===== src/inc/probe_pkg.sv =====
// constants for the two-channel position capture block
// assumes a single 50 MHz clock domain and synchronous inputs
package probe_pkg;
   // ****************************************
   // object indices of the cyclic data
   // ****************************************
   localparam logic [15:0] IDX_FAST_FUNC = 16'h2003; // fast input functions
   localparam logic [15:0] IDX_CONTROL = 16'h60B8; // probe control word
   localparam logic [15:0] IDX_STATUS = 16'h60B9; // probe status word
   localparam logic [15:0] IDX_P1_RISE = 16'h60BA; // probe 1 rising pos
   localparam logic [15:0] IDX_P1_FALL = 16'h60BB; // probe 1 falling pos
   localparam logic [15:0] IDX_P2_RISE = 16'h60BC; // probe 2 rising pos
   localparam logic [15:0] IDX_P2_FALL = 16'h60BD; // probe 2 falling pos
   // ****************************************
   // control word fields, probe 2 sits 8 bits higher
   // ****************************************
   localparam int CTL_EN = 0; // enable
   localparam int CTL_MODE = 1; // 0 single, 1 continuous
   localparam int CTL_SRC = 2; // 0 fast input, 1 index pulse
   localparam int CTL_RISE = 4; // latch on rising edge
   localparam int CTL_FALL = 5; // latch on falling edge
   localparam int PROBE_STRIDE = 8; // bit distance between probes
   localparam logic [15:0] CONTROL_RESET = 16'h0000; // control reset
   // ****************************************
   // status word fields
   // ****************************************
   localparam int STS_EN = 0; // mirrors enable
   localparam int STS_RISE = 1; // rising capture done
   localparam int STS_FALL = 2; // falling capture done
   localparam logic [31:0] POS_RESET = 32'h00000000; // position reset
endpackage : probe_pkg


===== src/verilog/probe_edge_detect.sv =====
// one probe channel: trigger select and edge detection
// assumes trigger inputs already synchronous to clk_i
`timescale 1ns/1ps
module probe_edge_detect (
   input wire logic clk_i, // system clock
   input wire logic srst_i, // synchronous reset, high
   input wire logic src_sel_i, // 0 fast input, 1 index pulse
   input wire logic fast_in_i, // fast input level
   input wire logic index_in_i, // index pulse level
   output logic rise_o, // one-cycle rising pulse
   output logic fall_o // one-cycle falling pulse
);
   // ****************************************
   // state
   // ****************************************
   typedef struct packed {
      logic prev; // last trigger level
      logic valid; // prev holds a real sample
   } edge_state_t;
   edge_state_t st; // current state
   edge_state_t next_st; // next state
   logic trig; // selected trigger level

   // source choice; a switch of source may look like an edge
   always_comb begin
      trig = src_sel_i ? index_in_i : fast_in_i;
      next_st.prev = trig;
      next_st.valid = 1'b1;
   end

   // edges only after the first sample, so reset gives no false edge
   assign rise_o = st.valid & trig & ~st.prev;
   assign fall_o = st.valid & ~trig & st.prev;

   // state register
   always_ff @(posedge clk_i) begin
      if (srst_i) begin
         st <= '0;
      end else begin
         st <= next_st;
      end
   end
endmodule : probe_edge_detect


===== src/verilog/probe_position_latch.sv =====
// two-channel touch probe that latches motor position on trigger edges
// assumes position, triggers and host writes synchronous to clk_i
`timescale 1ns/1ps
module probe_position_latch (
   input wire logic clk_i, // system clock, 50 MHz
   input wire logic srst_i, // synchronous reset, high
   input wire logic ctl_wr_i, // write strobe for control word
   input wire logic [15:0] ctl_wdata_i, // control word value
   input wire logic fast_input_one_i, // fast input 1 level
   input wire logic fast_input_two_i, // fast input 2 level
   input wire logic index_i, // encoder index pulse level
   input wire logic signed [31:0] motor_pos_i, // position, command units
   output logic [15:0] ctl_o, // control word readback
   output logic [15:0] status_o, // probe status word
   output logic signed [31:0] p1_rise_pos_o, // probe 1 rising position
   output logic signed [31:0] p1_fall_pos_o, // probe 1 falling position
   output logic signed [31:0] p2_rise_pos_o, // probe 2 rising position
   output logic signed [31:0] p2_fall_pos_o // probe 2 falling position
);
   // ****************************************
   // state
   // ****************************************
   typedef struct packed {
      logic [15:0] ctl; // control word
      logic [1:0] rise_flag; // rising capture done, per probe
      logic [1:0] fall_flag; // falling capture done, per probe
      logic [1:0][31:0] rise_pos; // rising positions
      logic [1:0][31:0] fall_pos; // falling positions
   } latch_state_t;
   latch_state_t st; // current state
   latch_state_t next_st; // next state
   logic [1:0] rise_ev; // rising edge seen
   logic [1:0] fall_ev; // falling edge seen
   logic [1:0] fast_in; // fast inputs per probe
   logic [1:0] src_sel; // source select per probe

   // field of probe p in the control word
   function automatic logic ctl_bit(input logic [15:0] c, input int p,
                                    input int f);
      ctl_bit = c[p * probe_pkg::PROBE_STRIDE + f];
   endfunction : ctl_bit

   assign fast_in = {fast_input_two_i, fast_input_one_i};

   // ****************************************
   // edge detection per probe
   // ****************************************
   genvar g;
   generate
      for (g = 0; g < 2; g++) begin : g_probe
         assign src_sel[g] = ctl_bit(st.ctl, g, probe_pkg::CTL_SRC);
         probe_edge_detect u_edge (
            .clk_i(clk_i),
            .srst_i(srst_i),
            .src_sel_i(src_sel[g]),
            .fast_in_i(fast_in[g]),
            .index_in_i(index_i),
            .rise_o(rise_ev[g]),
            .fall_o(fall_ev[g])
         );
      end
   endgenerate

   // ****************************************
   // capture logic
   // ****************************************
   // flags clear on disable; host should set options before enabling
   always_comb begin
      logic en; // probe enabled
      logic cont; // continuous mode
      logic new_en; // enable after this write
      en = 1'b0;
      cont = 1'b0;
      new_en = 1'b0;
      next_st = st;
      if (ctl_wr_i) begin
         next_st.ctl = ctl_wdata_i;
      end
      for (int p = 0; p < 2; p++) begin
         en = ctl_bit(st.ctl, p, probe_pkg::CTL_EN);
         cont = ctl_bit(st.ctl, p, probe_pkg::CTL_MODE);
         new_en = ctl_bit(next_st.ctl, p, probe_pkg::CTL_EN);
         if (!new_en) begin
            // disable rearms single mode
            next_st.rise_flag[p] = 1'b0;
            next_st.fall_flag[p] = 1'b0;
         end else if (en) begin
            // rising capture, four registers kept apart
            if (rise_ev[p] && ctl_bit(st.ctl, p, probe_pkg::CTL_RISE)
                && (cont || !st.rise_flag[p])) begin
               next_st.rise_pos[p] = motor_pos_i;
               next_st.rise_flag[p] = 1'b1;
            end
            // falling capture
            if (fall_ev[p] && ctl_bit(st.ctl, p, probe_pkg::CTL_FALL)
                && (cont || !st.fall_flag[p])) begin
               next_st.fall_pos[p] = motor_pos_i;
               next_st.fall_flag[p] = 1'b1;
            end
         end
      end
   end

   // state register
   always_ff @(posedge clk_i) begin
      if (srst_i) begin
         st.ctl <= probe_pkg::CONTROL_RESET;
         st.rise_flag <= '0;
         st.fall_flag <= '0;
         st.rise_pos <= {2{probe_pkg::POS_RESET}};
         st.fall_pos <= {2{probe_pkg::POS_RESET}};
      end else begin
         st <= next_st;
      end
   end

   // ****************************************
   // outputs, all registered
   // ****************************************
   always_ff @(posedge clk_i) begin
      if (srst_i) begin
         ctl_o <= '0;
         status_o <= '0;
         p1_rise_pos_o <= '0;
         p1_fall_pos_o <= '0;
         p2_rise_pos_o <= '0;
         p2_fall_pos_o <= '0;
      end else begin
         ctl_o <= next_st.ctl;
         status_o <= '0; // reserved bits read zero
         for (int p = 0; p < 2; p++) begin
            status_o[p * probe_pkg::PROBE_STRIDE + probe_pkg::STS_EN] <=
               ctl_bit(next_st.ctl, p, probe_pkg::CTL_EN);
            status_o[p * probe_pkg::PROBE_STRIDE + probe_pkg::STS_RISE] <=
               next_st.rise_flag[p];
            status_o[p * probe_pkg::PROBE_STRIDE + probe_pkg::STS_FALL] <=
               next_st.fall_flag[p];
         end
         p1_rise_pos_o <= next_st.rise_pos[0];
         p1_fall_pos_o <= next_st.fall_pos[0];
         p2_rise_pos_o <= next_st.rise_pos[1];
         p2_fall_pos_o <= next_st.fall_pos[1];
      end
   end

   // ****************************************
   // checks
   // ****************************************
   AST_P1_RISE_LATCH: assert property (@(posedge clk_i) disable iff (srst_i)
      rise_ev[0] && st.ctl[0] && st.ctl[4] && !ctl_wr_i
      && (st.ctl[1] || !st.rise_flag[0])
      |=> p1_rise_pos_o == $past(motor_pos_i) && status_o[1])
      else $error("probe 1 rising capture missed");
   AST_P2_FALL_LATCH: assert property (@(posedge clk_i) disable iff (srst_i)
      fall_ev[1] && st.ctl[8] && st.ctl[13] && !ctl_wr_i
      && (st.ctl[9] || !st.fall_flag[1])
      |=> p2_fall_pos_o == $past(motor_pos_i) && status_o[10])
      else $error("probe 2 falling capture missed");
   AST_SINGLE_HOLD: assert property (@(posedge clk_i) disable iff (srst_i)
      st.ctl[0] && !st.ctl[1] && st.rise_flag[0] && !ctl_wr_i
      |=> $stable(st.rise_pos[0]))
      else $error("single mode position changed");
   AST_DISABLE_CLEARS: assert property (@(posedge clk_i) disable iff (srst_i)
      ctl_wr_i && !ctl_wdata_i[8] |=> !status_o[9] && !status_o[10]
      && !status_o[8])
      else $error("disable left flags set");
   AST_NO_RISE_WHEN_OFF: assert property (@(posedge clk_i)
      disable iff (srst_i)
      !st.ctl[4] && !ctl_wr_i |=> $stable(st.rise_pos[0]))
      else $error("rising latch while not selected");
   AST_CONT_OVERWRITE: assert property (@(posedge clk_i) disable iff (srst_i)
      rise_ev[1] && st.ctl[8] && st.ctl[9] && st.ctl[12] && !ctl_wr_i
      |=> p2_rise_pos_o == $past(motor_pos_i))
      else $error("continuous overwrite missed");
   AST_STATUS_RESERVED: assert property (@(posedge clk_i)
      disable iff (srst_i)
      (status_o & 16'hF8F8) == 16'h0000)
      else $error("reserved status bit set");
   // each falling slot is judged by its own probe only, since both probes
   // may watch the shared index pulse and fall in the same cycle
   AST_FALL_SEPARATE: assert property (@(posedge clk_i) disable iff (srst_i)
      !fall_ev[0] |=> $stable(st.fall_pos[0]))
      else $error("probe 1 falling slot changed without its edge");
   AST_FALL_SEPARATE_P2: assert property (@(posedge clk_i)
      disable iff (srst_i)
      !fall_ev[1] |=> $stable(st.fall_pos[1]))
      else $error("probe 2 falling slot changed without its edge");
   AST_P1_FALL_LATCH: assert property (@(posedge clk_i) disable iff (srst_i)
      fall_ev[0] && st.ctl[0] && st.ctl[5] && !ctl_wr_i
      && (st.ctl[1] || !st.fall_flag[0])
      |=> p1_fall_pos_o == $past(motor_pos_i) && status_o[2])
      else $error("probe 1 falling capture missed");
   AST_P2_RISE_LATCH: assert property (@(posedge clk_i) disable iff (srst_i)
      rise_ev[1] && st.ctl[8] && st.ctl[12] && !ctl_wr_i
      && (st.ctl[9] || !st.rise_flag[1])
      |=> p2_rise_pos_o == $past(motor_pos_i) && status_o[9])
      else $error("probe 2 rising capture missed");
   AST_CTL_READBACK: assert property (@(posedge clk_i) disable iff (srst_i)
      ctl_wr_i |=> ctl_o == $past(ctl_wdata_i))
      else $error("control readback differs from write");
   // a latch flag never outlives the enable of its probe
   AST_P1_FLAG_NEEDS_EN: assert property (@(posedge clk_i)
      disable iff (srst_i)
      (status_o[1] || status_o[2]) |-> status_o[0])
      else $error("probe 1 flag set while disabled");
   AST_P2_FLAG_NEEDS_EN: assert property (@(posedge clk_i)
      disable iff (srst_i)
      (status_o[9] || status_o[10]) |-> status_o[8])
      else $error("probe 2 flag set while disabled");
endmodule : probe_position_latch


===== config.mk =====
export PLATFORM = sky130hd
export DESIGN_NAME = probe_position_latch
export DESIGN_NICKNAME = d
export VERILOG_FILES = /design/src/inc/probe_pkg.sv /design/src/verilog/probe_edge_detect.sv /design/src/verilog/probe_position_latch.sv
export SDC_FILE = /design/constraint.sdc
export NUM_CORES = 1
export LEC_CHECK = 0
export BUFFER_PORTS_ARGS = -buffer_cell sky130_fd_sc_hd__buf_2
export CAP_MARGIN = 10
export CORE_MARGIN = 2
export CORE_UTILIZATION = 34
export DETAILED_ROUTE_END_ITERATION = 10
export HOLD_SLACK_MARGIN = 0.06
export PLACE_DENSITY = 0.59
export SETUP_SLACK_MARGIN = 0.05
export SLEW_MARGIN = 20
export SYNTH_ARGS = -nofsm -noshare
export SYNTH_HDL_FRONTEND = slang
export SYNTH_SLANG_ARGS = --single-unit

===== constraint.sdc =====
create_clock -name clk_i -period 5 [get_ports clk_i]
set_clock_uncertainty 0.2 [all_clocks]
set_input_delay 0.25 -clock clk_i [delete_from_list [all_inputs] [get_ports clk_i]]
set_output_delay 0.25 -clock clk_i [all_outputs]
set_load 0.05 [all_outputs]

==> results.toml, run 1 <==
[run_status]
status = "finished, final reports clean"

[floorplanning]
boundaryPins = 214
die_y_um = 133
start_util_pct = 34.5
fp-row-count = 47
dieArea_um2 = 17800
fp.dieW_um = 133
coreArea_um2 = 16500

[placed_design]
io_buffers = 203
placed_cells = 944
pre_cts_slack_ps = 2060
place_hpwl_um = 9690
place.gp.congestion = 0.723
placed_cell_area_um2 = 6770

[worst_setup_path]
worstReg2RegStart = "ctl_o[2]"
rr_worst_depth = 5
r2r_end = "p1_fall_pos_o[15]"
crit_type = "in -> reg"
slowest_stage = "a211oi_4"
cp.required_ps = 5140
cp-start-kind = "primary input"
crit_chain = "dlygate4sd3_1 -> buf_2 -> mux2i_4 -> nand2_1 -> a211oi_4 -> buf_4 -> mux2i_1"
worstPathArrival_ps = 2710
end_kind = "flop"
cpPeakStageDelay_ps = 770
reg2reg_slack_ps = 2430
cp_max_fo = 16

[power_and_ir_drop]
pwr-share-clk_pct = 50.0
leakagePower_nw = 4.34
peakVddDrop_v = 0.000223
internal_power_w = 0.00222
p_switching_w = 0.000632
p_per_area_nw_per_um2 = 352
p_seq_share_pct = 42.9
power.share.switching_pct = 22.2
power_frac_comb_pct = 7.1

[routing]
vias = 4573
wirelength_um = 14800
viasPerCell = 4.39
firstDrtPassIters = 6
drc_errors = 0
final_antenna_net_count = 0
wl_per_cell_um = 14.2
drt-initial-drc-count = 157

[clock_network]
cts_root_buffer = "clkbuf_16"
clock_latency_ps = 410
htreeDepth = 4
cts_hold_buf = 66
cts.sinks = 151
clk_pin_slew_ps = 60
cts.repair.resized = 0
numCtsBuffers = 17
cts_tree = "built"
cts_setup_buffers = 0
cts_buffer_depth = 2

[global_route]
grt_util_met3_pct = 5.67
gr-total-overflow = 0
met2_usage_pct = 26.0
grt_pass1_vias = 4442
track_usage_pct = 16.6
grt_max_degree = 89
antenna_found_initial = 0
grtUsageMet1_pct = 21.2
top_usage_layer = "met2"
grt_pass1_wl_um = 23300

[sta]
hold_viol = 0
period_needed_ps = 2570
maxSlewViolCount = 0
setup_viol = 0
setup_tns_ps = 0
fin_crit_sh_pct = 51.4
setup_slack_ps = 2430
fmax_mhz = 389
maxSlewHeadroom_pct = 32.3
rsz0062_at_grt = "no"
worst_pin_slew_ps = 1010
hold_ws_ps = 76.1

[worst_hold_path]
holdPathEnd = "ctl_o[10]"
hold_path_class = "in -> reg"
worstHoldStart = "srst_i"
whs_path_depth = 2

[finish]
final_cells = 1042
final_area_um2 = 8100
fin_nets = 863
diodes = 0
drive_gt1_share_pct = 30.2
syn_to_final_growth_pct = 42.4

[synth]
synth_warnings = 0
synthFlopType = "dfxtp_1"
synthTopCellsByArea = "dfxtp_1 53%, mux2i_1 26%, nand2_1 11%"
yosys-top-cells-count = "164 x nand2_1, 151 x dfxtp_1, 145 x mux2i_1"
ys_seq_area_share_pct = 53.2
yosysUniqueCellTypes = 26
syn_inst = 557
syn_area_per_cell_um2 = 10.2
synth-edff-count = 0
async_reset_ff_share_pct = 0
synth_seq_cells = 151
synth_top_area_share_pct = 53.2
netlist_area_um2 = 5690
synth_top_area_cell = "dfxtp_1"
yosysMostFrequentCell = "nand2_1"

[job]
timing.max_cap.violations = 0
-- critical path, delay by kind of cell --
family	cells	cell delay (ps)
and+or+nand+nor	1	150
AOI/OAI and AO/OA	1	770
buffers and inverters	3	1120
muxes	2	410
-- layout by cell type, fill, tap and decap left out, types with 2 or more instances in the layout --
cell and n:
a21oi_1 2, a31oi_1 2, and3_1 2, buf_12 2, buf_2 203, buf_4 3
bufinv_16 5, clkbuf_16 17, clkbuf_8 3, clkinv_2 4, clkinv_4 2, conb_1 10
dfxtp_1 151, dlygate4sd3_1 66, inv_1 4, mux2i_1 145, nand2_1 164, nand2b_1 2
nor2_1 20, nor3_2 2, o21ai_0 2, or2_2 2
-- sequential cells by signal (all words and copies together), names as in the netlist --
name	cells
st	3
ctl_o	14
p2_fall_pos_o	32
p1_rise_pos_o	32
g_probe.u_edge.st	3
p1_fall_pos_o	32
p2_rise_pos_o	32
status_o	3
-- routing by layer --
| layer | vias to the layer above | share of wire [%] |
|---|---|---|
| li1 | 2323 | - |
| met1 | 2097 | 46 |
| met2 | 132 | 46 |
| met3 | 21 | 6.2 |
| met4 | 0 | 1.7 |
| met5 | - | 0 |
-- per-stage QoR --
step                      power (W)  util, %
after global routing        0.00295     49.2
after floorplan             0.00137        -
final                       0.00285     49.2
after global placement      0.00141     41.1
after CTS                   0.00288     49.2
after detailed placement    0.00141     41.1
-- power groups by stage --
| stage | clock, W | sequential, W | combinational, W |
|---|---|---|---|
| finish | 0.00142 | 0.00122 | 0.000201 |
| floorplan | 0 | 0.00128 | 0.0000908 |
| CTS | 0.00146 | 0.00122 | 0.000202 |
| global placement | 0 | 0.00125 | 0.000161 |
| global route | 0.00151 | 0.00122 | 0.000216 |
| detailed placement | 0 | 0.00125 | 0.000160 |
-- final cells by class --
class	instances	area, µm²
Timing Repair Buffer	274	1740
Clock inverter	12	196
Clock buffer	20	467
Inverter	5	21.3
Sequential cell	151	3020
Fill cell	1543	8370
Multi-Input combinational cell	360	2370
Tap cell	220	275
-- kinds of logic after synthesis --
logic type / Yosys count / share of synthesized area [%]
and+or+nand+nor: 194 / 13.4
AOI/OAI and AO/OA: 10 / 1.30
muxes: 146 / 25.9
other: 1 / 0.0659
buffers and inverters: 55 / 6.12
DFF: 151 / 53.2
-- worst max-delay path by stage --
stage	start	endpoint	slack (ps)	depth (start not counted)
after floorplan	ctl_o[5]	p1_fall_pos_o[10]	3070	6
after global placement	ctl_wr_i	p1_rise_pos_o[13]	2100	6
after detailed placement	ctl_wr_i	p1_rise_pos_o[20]	2060	6
after CTS	ctl_o[2]	p1_fall_pos_o[15]	2420	5
after global routing	ctl_o[2]	p1_fall_pos_o[11]	2260	5
final	fast_input_one_i	p1_fall_pos_o[15]	2430	7
Power figures use the tool's default switching activity.
==> run 2, diff against run 1 <==
==> constraint.sdc (replaced) <==
create_clock -name clk_i -period 2.5 [get_ports clk_i]
set_clock_uncertainty 0.2 [all_clocks]
set_input_delay 0.125 -clock clk_i [delete_from_list [all_inputs] [get_ports clk_i]]
set_output_delay 0.125 -clock clk_i [all_outputs]
set_load 0.05 [all_outputs]
==> run 2 against run 1 <==
  * Non-clock buffer count is 13 higher
  * Core utilization is 0.23 points higher
  * Final area is 0.46% higher
  * Combinational power is 110% higher
  * First-iteration DRC count is 8.3% higher
  * Critical endpoint is now g_probe[1].u_edge.st[1]
  * Largest cell class unchanged
  * Register-to-register slack worse by 2200 ps
==> results.toml, run 2 (synthesis results as in run 1) <==
[run_status]
status = "finished, final reports clean"

[power_and_ir_drop]
p_per_area_nw_per_um2 = 655
p_seq_share_pct = 45.9
power.share.switching_pct = 23.7
pwr-share-clk_pct = 46.1
leakagePower_nw = 4.36
peakVddDrop_v = 0.000479
power_frac_comb_pct = 8.0
internal_power_w = 0.00407
p_switching_w = 0.00126

[placed_design]
place_hpwl_um = 10200
io_buffers = 203
placed_cells = 955
place.gp.congestion = 0.776

[routing]
final_antenna_net_count = 0
viasPerCell = 4.46
firstDrtPassIters = 4
drc_errors = 0
drt-initial-drc-count = 170
vias = 4705
wl_per_cell_um = 14.6
wirelength_um = 15400

[worst_setup_path]
cp.buffers_inverters = 2
slowest_stage = "dlygate4sd3_1"
end_kind = "flop"
crit_top_cell = "dlygate4sd3_1"
crit_chain = "mux2i_1 -> dlygate4sd3_1 -> nor2_1 -> dlygate4sd3_1"
cp.required_ps = 2600
worstPathArrival_ps = 2390
cp-start-kind = "flop"
cpPeakStageDelay_ps = 640
crit_type = "reg -> reg"
cp_max_fo = 3
cpLargestDelayFamily = "buffers and inverters"

[clock_network]
clock_latency_ps = 420
htreeDepth = 4
clk_pin_slew_ps = 60
cts.repair.resized = 0
cts_root_buffer = "clkbuf_16"
cts.sinks = 151
numCtsBuffers = 17
cts_tree = "built"
cts_buffer_depth = 2

[finish]
fill_cells = 1536
drive_gt1_share_pct = 30.6
syn_to_final_growth_pct = 43.0
final_cell_mix = "203 x buf_2, 164 x nand2_1, 151 x dfxtp_1"
ff_latch_area_um2 = 3020
layout_commonest_cell = "buf_2"
final_cells = 1054
multiInputGateArea_um2 = 2370
diodes = 0
fin_nets = 876

[global_route]
track_usage_pct = 17.7
grt_max_degree = 38
gr-total-overflow = 0
antenna_found_initial = 0
grt_pass1_wl_um = 24700
grt_pass1_vias = 4654

[floorplanning]
boundaryPins = 214
die_y_um = 133
fp-row-count = 47
start_util_pct = 34.5
dieArea_um2 = 17800
fp.dieW_um = 133
coreArea_um2 = 16500

[sta]
worst_pin_slew_ps = 690
maxSlewViolCount = 0
rsz0062_at_grt = "no"
maxSlewHeadroom_pct = 54.0
hold_viol = 0
setup_tns_ps = 0
period_needed_ps = 2280
fin_crit_sh_pct = 91.3
fmax_mhz = 438
setup_viol = 0

[worst_hold_path]
hold_path_class = "in -> reg"

[job]
timing.max_cap.violations = 0
## run 2: power groups by stage
stage	Sequential (W)	Clock [W]	Combinational, W
detailed placement	0.00250	0	0.000340
finish	0.00245	0.00246	0.000426
floorplan	0.00256	0	0.000182
global route	0.00245	0.00263	0.000458
global placement	0.00250	0	0.000341
CTS	0.00245	0.00253	0.000426
## run 2: area by class of cell
class                      instances  share of cell area, %
inverter                           5                  0.261
tap                              220                   3.38
clock buffer                      24                   6.05
multi-input combinational        360                   29.2
sequential                       151                   37.2
clock inverter                     7                  0.846
timing repair buffer             287                   23.1
## run 2: worst min-delay path: cells and delay by family
family	cells	cell delay (ps)
AO/OA/AOI/OAI	1	130
multiplexers	1	160
buffers and inverters	1	120
AND/OR/NAND/NOR	2	120
## run 2: final timing paths
path	from	endpoint	slack, ps	cells past startpoint
max	ctl_o[10]	g_probe[1].u_edge.st[1]	220	4
min reg2reg	p2_rise_pos_o[26]	p2_rise_pos_o[26]	250	2
max reg2reg	ctl_o[10]	g_probe[1].u_edge.st[1]	220	4
min	index_i	st[130]	80	5
## run 2: timing repair
item	CTS	global route
setup endpoints to repair	0	0
endpoints found under the hold margin	150	0
hold buffers	68	0
setup buffers	0	0
## run 2: layer usage
layer	up-vias	share of wire [%]	track usage, %
met1	2194	46	23.0
met3	29	5.8	4.87
met2	130	45	27.3
li1	2352	-	-
met4	0	2.5	8.04
met5	-	0	0
## run 2: through the flow
step           hold WS, ps  utilization (%)  area, µm²  total power [W]  setup slack, ps
6_report              82.0             49.4       8130          0.00533              216
5_1_grt                106             49.4       8130          0.00554              164
4_1_cts               66.4             49.4       8130          0.00540              276
3_5_place_dp           168             41.9       6890          0.00284              435
3_3_place_gp           158             41.9       6890          0.00284              490
2_1_floorplan         72.2                -       5720          0.00274              568
==> run 3, diff against run 2 <==
--- a/config.mk
+++ b/config.mk
@@ -13,6 +13,7 @@
 export HOLD_SLACK_MARGIN = 0.06
 export PLACE_DENSITY = 0.59
 export SETUP_SLACK_MARGIN = 0.05
+export SKIP_CTS_REPAIR_TIMING = 1
 export SLEW_MARGIN = 20
 export SYNTH_ARGS = -nofsm -noshare
 export SYNTH_HDL_FRONTEND = slang
==> constraint.sdc (replaced) <==
create_clock -name clk_i -period 2.3 [get_ports clk_i]
set_clock_uncertainty 0.2 [all_clocks]
set_input_delay 0.115 -clock clk_i [delete_from_list [all_inputs] [get_ports clk_i]]
set_output_delay 0.115 -clock clk_i [all_outputs]
set_load 0.05 [all_outputs]
==> run 3 against run 2 <==
  * Sequential share of layout area up 0.13 points
  * Clock power up 13%
  * Combinational power up 6.3%
  * Via count down 0.87%
  * Final area down 0.34%
  * Core utilization down 0.17 points
  * Critical endpoint is now p1_fall_pos_o[12]
  * Largest cell class unchanged
  * Highest routed layer unchanged
==> results.toml, run 3 (synthesis results as in run 1) <==
[run_status]
status = "finished, final reports clean"

[finish]
finish.utilization_pct = 49.2
fill_cells = 1571
syn_to_final_growth_pct = 42.6
diodes = 0
final_cell_mix = "203 x buf_2, 164 x nand2_1, 151 x dfxtp_1"
drive_gt1_share_pct = 30.7
layout_commonest_cell = "buf_2"
fin_nets = 872
ff_latch_area_um2 = 3020
multiInputGateArea_um2 = 2370

[clock_network]
htreeDepth = 4
cts_buffer_depth = 2
numCtsBuffers = 17
clk_pin_slew_ps = 60
cts_root_buffer = "clkbuf_16"
cts.sinks = 151
cts_tree = "built"
clock_latency_ps = 410

[floorplanning]
coreArea_um2 = 16500
boundaryPins = 214
dieArea_um2 = 17800
start_util_pct = 34.5
fp-row-count = 47
fp.dieW_um = 133
die_y_um = 133

[global_route]
grt_pass1_vias = 4126
gr-total-overflow = 0
antenna_found_initial = 0
grt_pass1_wl_um = 22400
track_usage_pct = 16.1
grt_max_degree = 45

[sta]
hold_viol = 0
worst_pin_slew_ps = 505
setup_tns_ps = 0
fin_crit_sh_pct = 83.4
maxSlewHeadroom_pct = 66.3
rsz0062_at_grt = "no"
period_needed_ps = 1920
maxSlewViolCount = 0
setup_viol = 0
fmax_mhz = 521

[placed_design]
place_hpwl_um = 10000
place.gp.congestion = 0.749
io_buffers = 203

[routing]
drt-initial-drc-count = 168
final_antenna_net_count = 0
drc_errors = 0
wirelength_um = 15300
viasPerCell = 4.44
vias = 4664
wl_per_cell_um = 14.6
firstDrtPassIters = 4

[worst_setup_path]
crit_type = "reg -> reg"
cpPeakStageDelay_ps = 410
worstPathArrival_ps = 2060
cp-start-kind = "flop"
cp.buffers_inverters = 1
crit_chain = "mux2i_4 -> nand2_1 -> a211oi_4 -> buf_4 -> mux2i_1"
end_kind = "flop"
cpLargestDelayFamily = "multiplexers"
cp_max_fo = 16
slowest_stage = "dfxtp_1"
cp.required_ps = 2440

[worst_hold_path]
hold_path_class = "in -> reg"

[power_and_ir_drop]
leakagePower_nw = 4.34
peakVddDrop_v = 0.000492
p_per_area_nw_per_um2 = 728
fin_total_pwr_w = 0.00590

[job]
timing.max_cap.violations = 0
==> run 3: cell types whose count changed in the layout (fill, tap and decap cells not counted) <==
cell	delta
inv_6	-1
clkbuf_8	+1
bufinv_16	+1
dlygate4sd3_1	-2
clkinv_2	+1
clkbuf_1	-2
buf_12	-2
==> run 3: metrics by stage <==
stage	setup WS, ps	instance area [µm²]	hold slack, ps	instances
after detailed placement	373	6850	162	953
after global placement	429	6850	153	953
final	382	8110	87.6	1050
after CTS	339	7450	-281	984
after global routing	273	8110	108	1050
after floorplan	368	5720	62.2	566
==> run 3: power by group <==
part           leakage [nW]  switching (W)  internal [W]  total (W)
clock                 0.291        0.00106       0.00173    0.00279
combinational          2.83       0.000277      0.000176   0.000453
sequential             1.22      0.0000187       0.00264    0.00266
==> run 3: metal layers <==
metal	GRT usage, %	wire (µm)	vias up
li1	-	-	2335
met1	21.2	7040	2177
met2	24.8	7170	133
met3	5.40	854	19
met4	5.73	246	0
met5	0	0	-
==> run 3: layout make-up <==
class	instances	share of cell area (%)
clock inverters	8	1.17
inverters	5	0.262
flip-flops and latches	151	37.3
clock buffers	23	6.14
multi-input cells	360	29.3
repair buffers	283	22.4
well taps	220	3.40
==> run 3: worst paths after layout <==
path	from	to	slack (ps)	cells after the start
setup / recovery	ctl_o[2]	p1_fall_pos_o[12]	380	5
hold / removal	ctl_wr_i	ctl_o[1]	90	4
setup reg to reg	ctl_o[2]	p1_fall_pos_o[12]	380	5
hold reg to reg	p1_fall_pos_o[3]	p1_fall_pos_o[3]	250	2
==> run 3: tightest hold or removal path, cell delays in order <==
cell	delay, ps
buf_2	110
buf_4	220
mux2i_1	150
nor2_1	70
